==> src/logic/servo_autotune_map.svh <==
// offsets, field positions, reset values and timing counts of the auto-tuning block
`ifndef SERVO_AUTOTUNE_MAP_SVH
`define SERVO_AUTOTUNE_MAP_SVH

`define REG_DW 16
`define REG_AW 7
`define REG_COUNT 21
// word index of each register; byte address is four times the index
`define IDX_MODE 5'd0
`define IDX_STIFF 5'd1
`define IDX_INERTIA 5'd2
`define IDX_FUNCX 5'd3
`define IDX_INERTIA2 5'd4
`define IDX_DCGAIN 5'd5
`define IDX_DOFILT 5'd6
`define IDX_TQOFS 5'd7
`define IDX_FRICP 5'd8
`define IDX_FRICN 5'd9
`define IDX_VISC 5'd10
`define IDX_PG1 5'd11
`define IDX_VG1 5'd12
`define IDX_IT1 5'd13
`define IDX_TF1 5'd14
`define IDX_PG2 5'd15
`define IDX_VG2 5'd16
`define IDX_IT2 5'd17
`define IDX_TF2 5'd18
`define IDX_ADJ 5'd19
`define IDX_CFG 5'd20
`define IDX_EFFX 5'd21
`define IDX_STATUS 5'd22

// function expansion bits
`define FX_SPEED_OBS 0
`define FX_DIST_OBS 1
`define FX_INERTIA_SW 3
// configuration bits
`define CFG_ABS17 0
`define CFG_LARGE_FRAME 1
// status bits
`define ST_PENDING 0
`define ST_ACTIVE 1
`define ST_BOOTED 2
`define ST_SAVE_PEND 3
`define ST_STOPPED 4

`define REG_RESET 16'h0000
`define STIFF_MAX 16'h001f
`define MODE_TABLE_MAX 16'h0004
`define MODE_ADJ_MAX 16'h0003
`define TF_MIN_ABS17 16'h000a
`define ADJ_FRAME_ADD 16'h0001

`define CLK_HZ 25000000
`define SAVE_PERIOD_MIN 30
`define SAVE_CYCLES (64'(`SAVE_PERIOD_MIN) * 64'd60 * 64'(`CLK_HZ))

`endif

==> src/logic/servo_autotune_pkg.sv <==
// types shared by the auto-tuning block
package servo_autotune_pkg;

    typedef struct packed {
        logic [15:0] inertia;
        logic [15:0] tq_ofs;
        logic [15:0] fric_pos;
        logic [15:0] fric_neg;
        logic [15:0] visc;
    } est_t;

    typedef struct packed {
        logic [15:0] pos;
        logic [15:0] vel;
        logic [15:0] integ;
        logic [15:0] torq;
        logic [15:0] adj;
    } row_t;

    typedef struct packed {
        logic [15:0] pg1;
        logic [15:0] vg1;
        logic [15:0] it1;
        logic [15:0] tf1;
        logic [15:0] pg2;
        logic [15:0] vg2;
        logic [15:0] it2;
        logic [15:0] tf2;
        logic [15:0] adj;
    } gains_t;

    typedef enum logic [0:0] {boot_load, boot_run} boot_t;

endpackage

==> src/logic/gain_table.sv <==
// stiffness level to basic gain lookup with encoder and frame corrections
`timescale 1ns/1ps
`include "servo_autotune_map.svh"
module gain_table
    import servo_autotune_pkg::*;
(
    // lookup
    input wire logic [15:0] level,
    input wire logic abs17,
    input wire logic large_frame,
    output row_t row
);
    logic [4:0] idx;
    row_t raw;

    // out-of-range levels saturate so the table is never overrun
    assign idx = (level > `STIFF_MAX) ? 5'h1f : level[4:0];

    always_comb begin
        unique case (idx)
            5'd0: raw = {16'h14, 16'hf, 16'he74, 16'h5dc, 16'h9b};
            5'd1: raw = {16'h19, 16'h14, 16'haf0, 16'h44c, 16'h73};
            5'd2: raw = {16'h1e, 16'h19, 16'h898, 16'h384, 16'h5e};
            5'd3: raw = {16'h28, 16'h1e, 16'h76c, 16'h320, 16'h54};
            5'd4: raw = {16'h2d, 16'h23, 16'h640, 16'h258, 16'h40};
            5'd5: raw = {16'h37, 16'h2d, 16'h4b0, 16'h1f4, 16'h36};
            5'd6: raw = {16'h4b, 16'h3c, 16'h384, 16'h190, 16'h2c};
            5'd7: raw = {16'h5f, 16'h4b, 16'h2bc, 16'h12c, 16'h22};
            5'd8: raw = {16'h73, 16'h5a, 16'h258, 16'h12c, 16'h22};
            5'd9: raw = {16'h8c, 16'h6e, 16'h1f4, 16'hc8, 16'h18};
            5'd10: raw = {16'haf, 16'h8c, 16'h190, 16'hc8, 16'h17};
            5'd11: raw = {16'h140, 16'hb4, 16'h136, 16'h7e, 16'h10};
            5'd12: raw = {16'h186, 16'hdc, 16'hfa, 16'h67, 16'hd};
            5'd13: raw = {16'h1e0, 16'h10e, 16'hd2, 16'h54, 16'hb};
            5'd14: raw = {16'h276, 16'h15e, 16'ha0, 16'h41, 16'h9};
            5'd15: raw = {16'h2d0, 16'h190, 16'h8c, 16'h39, 16'h8};
            5'd16: raw = {16'h384, 16'h1f4, 16'h78, 16'h2d, 16'h7};
            5'd17: raw = {16'h438, 16'h258, 16'h6e, 16'h26, 16'h6};
            5'd18: raw = {16'h546, 16'h2ee, 16'h5a, 16'h1e, 16'h5};
            5'd19: raw = {16'h654, 16'h384, 16'h50, 16'h19, 16'h5};
            5'd20: raw = {16'h80c, 16'h47e, 16'h46, 16'h14, 16'h4};
            5'd21: raw = {16'h9ce, 16'h578, 16'h3c, 16'h10, 16'h4};
            5'd22: raw = {16'hbea, 16'h6a4, 16'h32, 16'hd, 16'h3};
            5'd23: raw = {16'heba, 16'h834, 16'h28, 16'hb, 16'h3};
            5'd24: raw = {16'h118a, 16'h9c4, 16'h28, 16'h9, 16'h3};
            5'd25: raw = {16'h1388, 16'haf0, 16'h23, 16'h8, 16'h2};
            5'd26: raw = {16'h15e0, 16'hc1c, 16'h1e, 16'h7, 16'h2};
            5'd27: raw = {16'h17d4, 16'hd48, 16'h1e, 16'h7, 16'h2};
            5'd28: raw = {16'h19c8, 16'he74, 16'h19, 16'h6, 16'h2};
            5'd29: raw = {16'h1c20, 16'hfa0, 16'h19, 16'h6, 16'h2};
            5'd30: raw = {16'h1fa4, 16'h1194, 16'h14, 16'h5, 16'h2};
            5'd31: raw = {16'h2328, 16'h1388, 16'h14, 16'h5, 16'h2};
        endcase
    end

    always_comb begin
        row = raw;
        if (abs17 && raw.torq < `TF_MIN_ABS17) begin
            row.torq = `TF_MIN_ABS17;
        end
        if (large_frame) begin
            row.adj = raw.adj + `ADJ_FRAME_ADD;
        end
    end
endmodule

==> src/logic/save_timer.sv <==
// periodic tick counter for the non-volatile save interval
`timescale 1ns/1ps
module save_timer #(
    parameter int W = 36,
    parameter logic [W-1:0] PERIOD = '1
) (
    // clock and reset
    input wire logic hclk,
    input wire logic hresetn,
    // control
    input wire logic run,
    output logic tick
);
    logic [W-1:0] cnt_q;

    assign tick = run && (cnt_q == PERIOD - W'(1));

    // restarts from zero whenever tuning is switched off
    always_ff @(posedge hclk or negedge hresetn) begin
        if (!hresetn) begin
            cnt_q <= '0;
        end else if (!run || tick) begin
            cnt_q <= '0;
        end else begin
            cnt_q <= cnt_q + W'(1);
        end
    end
endmodule

==> src/logic/servo_autotune_gain_scheduler.sv <==
// auto-tuning parameter handling: overrides, stiffness gains, estimate save and restore
// Operation
// - tuning on forces observer and switching bits off
// - overrides affect behaviour, stored settings untouched
// - second inertia writable, switching stays disabled
// - disturbance settings writable, compensation stays disabled
// - save five estimates every thirty minutes
// - restore saved estimates at power-up
// - gains load only while motor stopped
// - mode zero freezes inertia estimate
// - stiffness table gives five values, both sets
// - 17-bit encoder clamps torque filter at 10
// - large frames add one to adjust filter
// - modes one to four update loop gains
// - modes one to three update adjust filter
//
// Implementation choices: the register offsets and the AHB-Lite interface to the registers.
`timescale 1ns/1ps
`include "servo_autotune_map.svh"
module servo_autotune_gain_scheduler
    import servo_autotune_pkg::*;
#(
    parameter logic [35:0] SAVE_CYCLES = 36'(`SAVE_CYCLES)
) (
    // clock and reset
    input wire logic hclk,
    input wire logic hresetn,
    // ahb-lite slave
    input wire logic hsel,
    input wire logic [31:0] haddr,
    input wire logic [1:0] htrans,
    input wire logic hwrite,
    input wire logic [2:0] hsize,
    input wire logic [31:0] hwdata,
    input wire logic hready,
    output logic hreadyout,
    output logic hresp,
    output logic [31:0] hrdata,
    // motor state
    input wire logic motor_stopped,
    // estimator
    input wire logic est_valid,
    input wire est_t est,
    // non-volatile memory
    output logic nvm_save_req,
    output est_t nvm_save_data,
    input wire logic nvm_save_ack,
    output logic nvm_load_req,
    input wire logic nvm_load_valid,
    input wire est_t nvm_load_data,
    // effective feature enables
    output logic speed_obs_en,
    output logic dist_obs_en,
    output logic inertia_sw_en,
    output logic dist_comp_en,
    // active gains
    output gains_t gains
);
    logic [15:0] regs_q [`REG_COUNT];
    logic wr_q;
    logic [4:0] widx_q;
    logic [31:0] rdata_q;

    logic pend_q;
    logic save_pend_q;
    est_t save_data_q;

    gains_t gains_q;
    boot_t boot_q;

    logic speed_obs_q;
    logic dist_obs_q;
    logic inertia_sw_q;
    logic dist_comp_q;

    logic addr_ok;
    logic [4:0] aidx;
    logic wr_hit;
    logic rd_hit;

    logic active;
    logic booted;
    logic load;
    logic tick;
    logic pend_set;
    logic est_take;

    logic tbl_gain;
    logic tbl_adj;
    row_t row;
    gains_t new_g;
    logic [15:0] effx;
    logic [15:0] status;
    logic [15:0] rd_word;

    // bus decode: one word per register, zero-wait, always OKAY
    assign aidx = haddr[6:2];
    assign addr_ok = (haddr[31:`REG_AW] == '0) && (haddr[1:0] == 2'b00)
                     && (aidx <= `IDX_STATUS);
    assign wr_hit = hsel && hready && htrans[1] && hwrite && addr_ok;
    assign rd_hit = hsel && hready && htrans[1] && !hwrite && addr_ok;
    assign hreadyout = 1'b1;
    assign hresp = 1'b0;
    assign hrdata = rdata_q;

    // any nonzero mode means tuning on
    assign active = (regs_q[`IDX_MODE] != `REG_RESET);
    assign booted = (boot_q == boot_run);

    // any change that alters gains waits for the next stop
    assign pend_set = wr_q && (widx_q == `IDX_STIFF || widx_q == `IDX_MODE
                      || (widx_q >= `IDX_PG1 && widx_q <= `IDX_ADJ)
                      || widx_q == `IDX_CFG);
    assign load = pend_q && motor_stopped && booted;

    // estimation runs only while tuning is on
    assign est_take = est_valid && active && booted;

    // modes above four stay active, table untouched
    assign tbl_gain = active && regs_q[`IDX_MODE] <= `MODE_TABLE_MAX;
    assign tbl_adj = active && regs_q[`IDX_MODE] <= `MODE_ADJ_MAX;

    gain_table u_table (
        .level(regs_q[`IDX_STIFF]),
        .abs17(regs_q[`IDX_CFG][`CFG_ABS17]),
        .large_frame(regs_q[`IDX_CFG][`CFG_LARGE_FRAME]),
        .row(row)
    );

    // counts only while tuning runs after restore
    save_timer #(
        .W(36),
        .PERIOD(SAVE_CYCLES)
    ) u_timer (
        .hclk(hclk),
        .hresetn(hresetn),
        .run(active && booted),
        .tick(tick)
    );

    // gain set that a load would apply
    always_comb begin
        new_g.pg1 = regs_q[`IDX_PG1];
        new_g.vg1 = regs_q[`IDX_VG1];
        new_g.it1 = regs_q[`IDX_IT1];
        new_g.tf1 = regs_q[`IDX_TF1];
        new_g.pg2 = regs_q[`IDX_PG2];
        new_g.vg2 = regs_q[`IDX_VG2];
        new_g.it2 = regs_q[`IDX_IT2];
        new_g.tf2 = regs_q[`IDX_TF2];
        new_g.adj = regs_q[`IDX_ADJ];
        if (tbl_gain) begin
            new_g.pg1 = row.pos;
            new_g.vg1 = row.vel;
            new_g.it1 = row.integ;
            new_g.tf1 = row.torq;
            new_g.pg2 = row.pos;
            new_g.vg2 = row.vel;
            new_g.it2 = row.integ;
            new_g.tf2 = row.torq;
        end
        if (tbl_adj) begin
            new_g.adj = row.adj;
        end
    end

    // effective function bits; stored word left as written
    always_comb begin
        effx = regs_q[`IDX_FUNCX];
        if (active) begin
            effx[`FX_SPEED_OBS] = 1'b0;
            effx[`FX_DIST_OBS] = 1'b0;
            effx[`FX_INERTIA_SW] = 1'b0;
        end
    end

    always_comb begin
        status = '0;
        status[`ST_PENDING] = pend_q;
        status[`ST_ACTIVE] = active;
        status[`ST_BOOTED] = booted;
        status[`ST_SAVE_PEND] = save_pend_q;
        status[`ST_STOPPED] = motor_stopped;
    end

    always_comb begin
        if (aidx == `IDX_EFFX) begin
            rd_word = effx;
        end else if (aidx == `IDX_STATUS) begin
            rd_word = status;
        end else if (aidx > `IDX_CFG) begin
            // unmapped words read zero, never past the array
            rd_word = '0;
        end else begin
            rd_word = regs_q[aidx];
        end
    end

    // bus address phase capture
    always_ff @(posedge hclk or negedge hresetn) begin
        if (!hresetn) begin
            wr_q <= 1'b0;
            widx_q <= '0;
        end else begin
            wr_q <= wr_hit && (aidx < `IDX_EFFX);
            widx_q <= aidx;
        end
    end

    // read data registered for the data phase
    always_ff @(posedge hclk or negedge hresetn) begin
        if (!hresetn) begin
            rdata_q <= '0;
        end else if (rd_hit) begin
            rdata_q <= {16'h0000, rd_word};
        end else begin
            rdata_q <= '0;
        end
    end

    // register file; software write lands last and wins
    always_ff @(posedge hclk or negedge hresetn) begin
        if (!hresetn) begin
            for (int i = 0; i < `REG_COUNT; i++) begin
                regs_q[i] <= `REG_RESET;
            end
        end else begin
            if (nvm_load_valid && !booted) begin
                regs_q[`IDX_INERTIA] <= nvm_load_data.inertia;
                regs_q[`IDX_TQOFS] <= nvm_load_data.tq_ofs;
                regs_q[`IDX_FRICP] <= nvm_load_data.fric_pos;
                regs_q[`IDX_FRICN] <= nvm_load_data.fric_neg;
                regs_q[`IDX_VISC] <= nvm_load_data.visc;
            end
            if (est_take) begin
                regs_q[`IDX_INERTIA] <= est.inertia;
                regs_q[`IDX_TQOFS] <= est.tq_ofs;
                regs_q[`IDX_FRICP] <= est.fric_pos;
                regs_q[`IDX_FRICN] <= est.fric_neg;
                regs_q[`IDX_VISC] <= est.visc;
            end
            if (load) begin
                regs_q[`IDX_PG1] <= new_g.pg1;
                regs_q[`IDX_VG1] <= new_g.vg1;
                regs_q[`IDX_IT1] <= new_g.it1;
                regs_q[`IDX_TF1] <= new_g.tf1;
                regs_q[`IDX_PG2] <= new_g.pg2;
                regs_q[`IDX_VG2] <= new_g.vg2;
                regs_q[`IDX_IT2] <= new_g.it2;
                regs_q[`IDX_TF2] <= new_g.tf2;
                regs_q[`IDX_ADJ] <= new_g.adj;
            end
            if (wr_q) begin
                // second inertia and disturbance settings always accept writes
                regs_q[widx_q] <= hwdata[15:0];
            end
        end
    end

    // change pending until the motor next stops; a new change wins
    always_ff @(posedge hclk or negedge hresetn) begin
        if (!hresetn) begin
            pend_q <= 1'b0;
        end else begin
            pend_q <= pend_set || (pend_q && !load);
        end
    end

    // active gain set, updated at stops only
    always_ff @(posedge hclk or negedge hresetn) begin
        if (!hresetn) begin
            gains_q <= '0;
        end else if (load) begin
            gains_q <= new_g;
        end
    end
    assign gains = gains_q;

    // power-up restore of saved estimates
    always_ff @(posedge hclk or negedge hresetn) begin
        if (!hresetn) begin
            boot_q <= boot_load;
        end else begin
            unique case (boot_q)
                boot_load: begin
                    if (nvm_load_valid) begin
                        boot_q <= boot_run;
                    end
                end
                boot_run: begin
                    boot_q <= boot_run;
                end
            endcase
        end
    end
    assign nvm_load_req = (boot_q == boot_load);

    // periodic save; snapshot taken at the tick so data stays stable
    // a tick while a save is open takes no new snapshot and keeps the request up; the data must not move
    always_ff @(posedge hclk or negedge hresetn) begin
        if (!hresetn) begin
            save_pend_q <= 1'b0;
            save_data_q <= '0;
        end else begin
            save_pend_q <= tick || (save_pend_q && !nvm_save_ack);
            if (tick && !save_pend_q) begin
                save_data_q.inertia <= regs_q[`IDX_INERTIA];
                save_data_q.tq_ofs <= regs_q[`IDX_TQOFS];
                save_data_q.fric_pos <= regs_q[`IDX_FRICP];
                save_data_q.fric_neg <= regs_q[`IDX_FRICN];
                save_data_q.visc <= regs_q[`IDX_VISC];
            end
        end
    end
    assign nvm_save_req = save_pend_q;
    assign nvm_save_data = save_data_q;

    // observer enables follow the masked word
    always_ff @(posedge hclk or negedge hresetn) begin
        if (!hresetn) begin
            speed_obs_q <= 1'b0;
            dist_obs_q <= 1'b0;
        end else begin
            speed_obs_q <= effx[`FX_SPEED_OBS];
            dist_obs_q <= effx[`FX_DIST_OBS];
        end
    end

    // switching and compensation stay off while tuning
    always_ff @(posedge hclk or negedge hresetn) begin
        if (!hresetn) begin
            inertia_sw_q <= 1'b0;
            dist_comp_q <= 1'b0;
        end else begin
            inertia_sw_q <= effx[`FX_INERTIA_SW];
            dist_comp_q <= effx[`FX_DIST_OBS];
        end
    end
    assign speed_obs_en = speed_obs_q;
    assign dist_obs_en = dist_obs_q;
    assign inertia_sw_en = inertia_sw_q;
    assign dist_comp_en = dist_comp_q;

endmodule

==> config.mk <==
export PLATFORM = sky130hd
export DESIGN_NAME = servo_autotune_gain_scheduler
export DESIGN_NICKNAME = d
export VERILOG_FILES = /design/src/logic/servo_autotune_pkg.sv /design/src/logic/gain_table.sv /design/src/logic/save_timer.sv /design/src/logic/servo_autotune_gain_scheduler.sv
export VERILOG_INCLUDE_DIRS = /design/src /design/src/logic
export SDC_FILE = /design/constraint.sdc
export NUM_CORES = 1
export LEC_CHECK = 0
export BUFFER_PORTS_ARGS = -buffer_cell sky130_fd_sc_hd__buf_2
export CORE_AREA = 8 8 267 269
export DETAILED_ROUTE_END_ITERATION = 8
export DIE_AREA = 0 0 275 277
export PLACE_DENSITY = 0.8
export SLEW_MARGIN = 10
export SYNTH_ARGS = -nofsm -noshare
export SYNTH_HDL_FRONTEND = slang
export SYNTH_SLANG_ARGS = --single-unit
export TNS_END_PERCENT = 10
==> constraint.sdc <==
create_clock -name hclk -period 7.54 [get_ports hclk]
set_input_delay 1.508 -clock hclk [delete_from_list [all_inputs] [get_ports hclk]]
set_output_delay 1.508 -clock hclk [all_outputs]
set_load 0.005 [all_outputs]
==> results_dict.tcl, run 1 <==
set metrics [dict create \
    status "finished, final reports clean" \
    drtPass1Iterations 6 \
    async_flop_share 1.00 \
    dieArea_um2 76200 \
    pwr_density_cell_nw_per_um2 203 \
    rsz0062_at_grt "false" \
    grt_pass1_vias 27426 \
    grt-busiest-layer "met2" \
    tns_ns 0 \
    start_kind "register" \
    start_util 0.478 \
    ys_ff_latch 624 \
    yosysWarnings 0 \
    fmax_mhz 187 \
    drive_gt1_frac 0.262 \
    h-tree-depth 3 \
    fin_crit_ns 5.34 \
    crit_fanout 19 \
    drc_errors 0 \
    synth.area.top_cells "dfrtp_1 49%, mux4_2 6.8%, mux2_2 6.7%" \
    avgSynthCellArea_um2 9.88 \
    cts_root_buf "clkbuf_16" \
    fin_area_um2 37000 \
    gr-total-overflow 0 \
    grtUsageTotal 0.323 \
    clkTransAtPathRegs_ns 0.06 \
    arrival_ns 5.87 \
    final-max-slew-violation-count 0 \
    relSlewSlack 0.132 \
    ys_dominant_reg_cell "dfrtp_1" \
    hpwl_mm 89.1 \
    setup_viol 0 \
    gp_congestion 1.03 \
    grt_max_degree 183 \
    cp.required_ns 8.07 \
    synth_edf_count 0 \
    hold_buffers 0 \
    cts_tree "done" \
    wl_mm 126 \
    num-nets-final 3804 \
    met3_usage 0.0886 \
    first_iter_violations 3485 \
    syn_area_um2 31900 \
    netlist.top_cell.by_area "dfrtp_1" \
    min_period_over_period 0.708 \
    fin_skew_ns 0.0174 \
    yosysSeqAreaShare 0.489 \
    avgViaCountPerCell 6.30 \
    die_x_um 275 \
    cp-end-kind "register" \
    place.port_buffers 463 \
    synthDominantCellAreaShare 0.489 \
    ir_drop_mv 0.161 \
    hold_path.class "register to register" \
    ant_nets 0 \
    cap_violations 0 \
    cts_setup_buffers 0 \
    yosysUniqueCellTypes 78 \
    p_leak_uw 0.0175 \
    met2_usage 0.494 \
    syn_inst 3233 \
    clkLatencyLatePin_ns 0.62 \
    critPathKind "register to register" \
    antenna_found_initial 7 \
    num_rows 95 \
    final-hold-violation-count 0 \
    syn2layout_area_growth_pct 15.9 \
    wl_per_cell_um 28.2 \
    post_dp_cell_area_um2 34700 \
    worst_slew_pin_slew_ns 1.27 \
    cts.sinks 624 \
    yosys-top-cells-count "624 x dfrtp_1, 563 x nand2_1, 378 x o21ai_0" \
    post_cts_resize_count 0 \
    core_area_um2 66800 \
    grt_pass1_wl_mm 184 \
    dr_total_vias 28163 \
    numCtsBuffers 68 \
    num_io_pins 502 \
    use_met1 0.415 \
    cts.path.max_buffers 3 \
    die_h_um 277 \
    yosysMostFrequentCell "dfrtp_1" \
]
placed cells by master (no fill, tap or decap), types with 57 or more instances in the layout:
cell type,n
o21ai_0,378
buf_2,460
mux4_2,97
a21oi_1,177
mux2_2,190
nand3_1,57
clkbuf_16,70
nand2_1,560
mux2i_1,105
nor2_1,257
dfrtp_1,624
final timing paths:
check | start | endpoint | slack, ns | cells past startpoint
max | regs_q[313] | gains[6] | 2.20 | 15
min | gains[93] | gains[93] | 0.47 | 2
max reg2reg | regs_q[313] | gains[6] | 2.20 | 15
min reg2reg | gains[93] | gains[93] | 0.47 | 2
max in group asynchronous | hresetn | gains[28] | 5.03 | 2
min in group asynchronous | hresetn | regs_q[81] | 0.98 | 1
flip-flops by register name (all words and copies together) (netlist names):
signal / count
pend_q: 1
speed_obs_en: 1
hrdata: 16
gains: 144
dist_comp_en: 1
boot_q: 1
wr_q: 1
nvm_save_data: 80
u_timer.cnt_q: 36
effx: 13
inertia_sw_en: 1
nvm_save_req: 1
regs_q: 323
widx_q: 5
cell type report:
class | instances | area, µm²
tap | 873 | 1090
clock buffer | 105 | 2080
timing repair buffer | 510 | 2740
multi-input combinational | 2311 | 15200
sequential | 624 | 15600
antenna | 1 | 2.50
clock inverter | 16 | 170
inverter | 33 | 124
fill | 5667 | 29800
where the power goes:
group / switching (µW) / total [µW] / internal (µW) / leakage, µW
clock: 1400 / 3380 / 1980 / 0.00111
sequential: 110 / 3550 / 3440 / 0.00809
combinational: 367 / 596 / 229 / 0.00831
metrics by stage:
step                instances  power, µW  hold WS (ns)  setup WS [ns]  utilization
global placement         4351       4170         0.448           2.29        0.520
floorplan                3249       3880         0.445           3.30            -
finish                   4473       7520         0.474           2.20        0.554
CTS                      4472       7540         0.472           2.28        0.554
detailed placement       4351       4190         0.454           2.32        0.520
global route             4472       7740         0.492           2.01        0.554
metal layers:
metal | share of wire | vias to the layer above
met2 | 0.45 | 1748
met3 | 0.11 | 365
met4 | 0.061 | 10
met5 | 0.00052 | -
li1 | - | 12061
met1 | 0.38 | 13979
worst max-delay path, cell delays in order (launching register included):
cell      delay (ns)
dfrtp_1         0.41
or4_1           0.81
nor3_4          0.20
buf_4           0.32
nand2_1         0.30
inv_1           0.25
ha_1            0.58
nand2_1         0.14
a21o_1          0.22
a211oi_1        0.83
ha_1            0.27
and2_1          0.17
nor4bb_1        0.30
xnor2_1         0.21
nor2_1          0.07
o21ai_0         0.16
cells by family (layout without fill, tap and decap cells):
family,count (synthesis),in the layout,share of synthesized area
DFF,624,624,0.489
AOI/OAI and AO/OA,775,775,0.140
buffers and inverters,314,664,0.0405
other,2,19,0.000235
muxes,392,392,0.168
xor gates and xnor gates,40,40,0.0110
and+or+nand+nor,1068,1068,0.144
adders and majority gates,18,18,0.00705
(Power assumes the default switching activity.)
==> inputs of run 2 (changes only) <==
==> constraint.sdc (replaced) <==
create_clock -name hclk -period 5 [get_ports hclk]
set_input_delay 1 -clock hclk [delete_from_list [all_inputs] [get_ports hclk]]
set_output_delay 1 -clock hclk [all_outputs]
set_load 0.005 [all_outputs]
==> run 2 against run 1 <==
Non-clock buffer count increased by 58; clock skew increased by 0.019 ns; worst setup slack got worse by 1.4 ns; largest cell class unchanged; critical endpoint unchanged; critical path type unchanged; count of clock-buffer cells in the layout decreased by 4; maximum frequency increased by 26%.
==> results_dict.tcl, run 2 (synthesis gave the netlist of run 1 again) <==
set metrics [dict create \
    hold_buffers 0 \
    rr_startpoint "regs_q[319]" \
    fmax_mhz 236 \
    fin_skew_ns 0.0366 \
    min_period_over_period 0.848 \
    final-max-slew-violation-count 0 \
    die_h_um 277 \
    grt_max_degree 114 \
    critPathKind "register to register" \
    drtPass1Iterations 9 \
    crit_fanout 9 \
    grt_pass1_vias 28169 \
    relSlewSlack 0.140 \
    p_leak_uw 0.0178 \
    ant_nets 0 \
    dr_total_vias 28799 \
    numCtsBuffers 69 \
    gp_congestion 1.05 \
    start_kind "register" \
    setup_viol 0 \
    avgViaCountPerCell 6.35 \
    pwr_density_cell_nw_per_um2 308 \
    cp-startpoint "regs_q[319]" \
    cp.required_ns 5.53 \
    cts_setup_buffers 0 \
    drc_errors 0 \
    arrival_ns 4.77 \
    final_common_cell "dfrtp_1" \
    h-tree-depth 3 \
    start_util 0.478 \
    cap_violations 0 \
    gr-total-overflow 0 \
    antenna_found_initial 10 \
    fin_crit_ns 4.24 \
    dieArea_um2 76200 \
    ir_drop_mv 0.276 \
    drive_gt1_frac 0.273 \
    cts_tree "done" \
    post-route-util 0.562 \
    cts.path.max_buffers 3 \
    grtUsageTotal 0.331 \
    cts_root_buf "clkbuf_16" \
    clkLatencyLatePin_ns 0.63 \
    hold_path.class "primary input to async pin" \
    core_area_um2 66800 \
    num-nets-final 3863 \
    grt_pass1_wl_mm 188 \
    wl_per_cell_um 28.5 \
    num_io_pins 502 \
    cts.sinks 624 \
    clkTransAtPathRegs_ns 0.06 \
    num_rows 95 \
    die_x_um 275 \
    status "finished, final reports clean" \
    post_cts_resize_count 0 \
    final-hold-violation-count 0 \
    wl_mm 130 \
    mostFrequentLayoutCells "624 x dfrtp_1, 560 x nand2_1, 460 x buf_2, 378 x o21ai_0, 257 x nor2_1" \
    place.port_buffers 463 \
    rsz0062_at_grt "false" \
    syn2layout_area_growth_pct 17.7 \
    worst_slew_pin_slew_ns 1.29 \
    largest_register "regs_q" \
    hpwl_mm 91.7 \
    tns_ns 0 \
    first_iter_violations 3777 \
    cp-end-kind "register" \
    largest_register_ffs 323 \
    rr_worst_depth 14 \
]
-- run 2: final cells by class --
cell class | instances | area, µm²
fillers | 5640 | 29200
flip-flops and latches | 624 | 15600
multi-input cells | 2311 | 15200
repair buffers | 568 | 3250
clock buffers | 101 | 2020
well taps | 873 | 1090
clock inverters | 21 | 307
inverters | 33 | 124
diodes | 6 | 15.0
-- run 2: worst paths after layout --
kind	to	slack, ns
max in group asynchronous	u_timer.cnt_q[15]	3.45
setup reg to reg	gains[6]	0.76
hold / removal	gains[133]	0.46
min in group hclk	gains[13]	0.47
hold reg to reg	gains[13]	0.47
setup / recovery	gains[6]	0.76
-- run 2: power breakdown --
group / internal (µW) / switching, µW / leakage, µW
clock: 3130 / 2180 / 0.00114
sequential: 5180 / 166 / 0.00809
combinational: 363 / 570 / 0.00861
-- run 2: critical path, stage by stage (launching register included) --
cell and delay [ns]:
dfrtp_1 0.43, or4_4 0.67, or4_4 0.64, inv_2 0.23, ha_1 0.31, nand2_1 0.11, a21o_1 0.23, a211oi_1 0.24
buf_4 0.21, ha_1 0.14, and2_1 0.15, nor4bb_1 0.30, xnor2_1 0.22, nor2_1 0.08, o21ai_0 0.19
-- run 2: per-stage QoR --
stage / std cells / power [µW] / hold slack, ns / instance area, µm² / worst slack [ns]
after floorplan: 3249 / 5850 / 0.445 / 32000 / 0.765
after detailed placement: 4409 / 6340 / 0.462 / 35200 / 0.861
final: 4537 / 11600 / 0.458 / 37600 / 0.759
after global placement: 4409 / 6320 / 0.448 / 35200 / 0.916
after CTS: 4531 / 11600 / 0.477 / 37600 / 0.838
after global routing: 4532 / 11900 / 0.495 / 37600 / 0.627
-- run 2: routing by layer --
layer	track usage	vias up	wire length [µm]
met3	0.0988	452	15200
met1	0.417	14119	47700
met5	0	-	38
li1	-	12177	-
met2	0.498	2045	57700
met4	0.198	6	8880
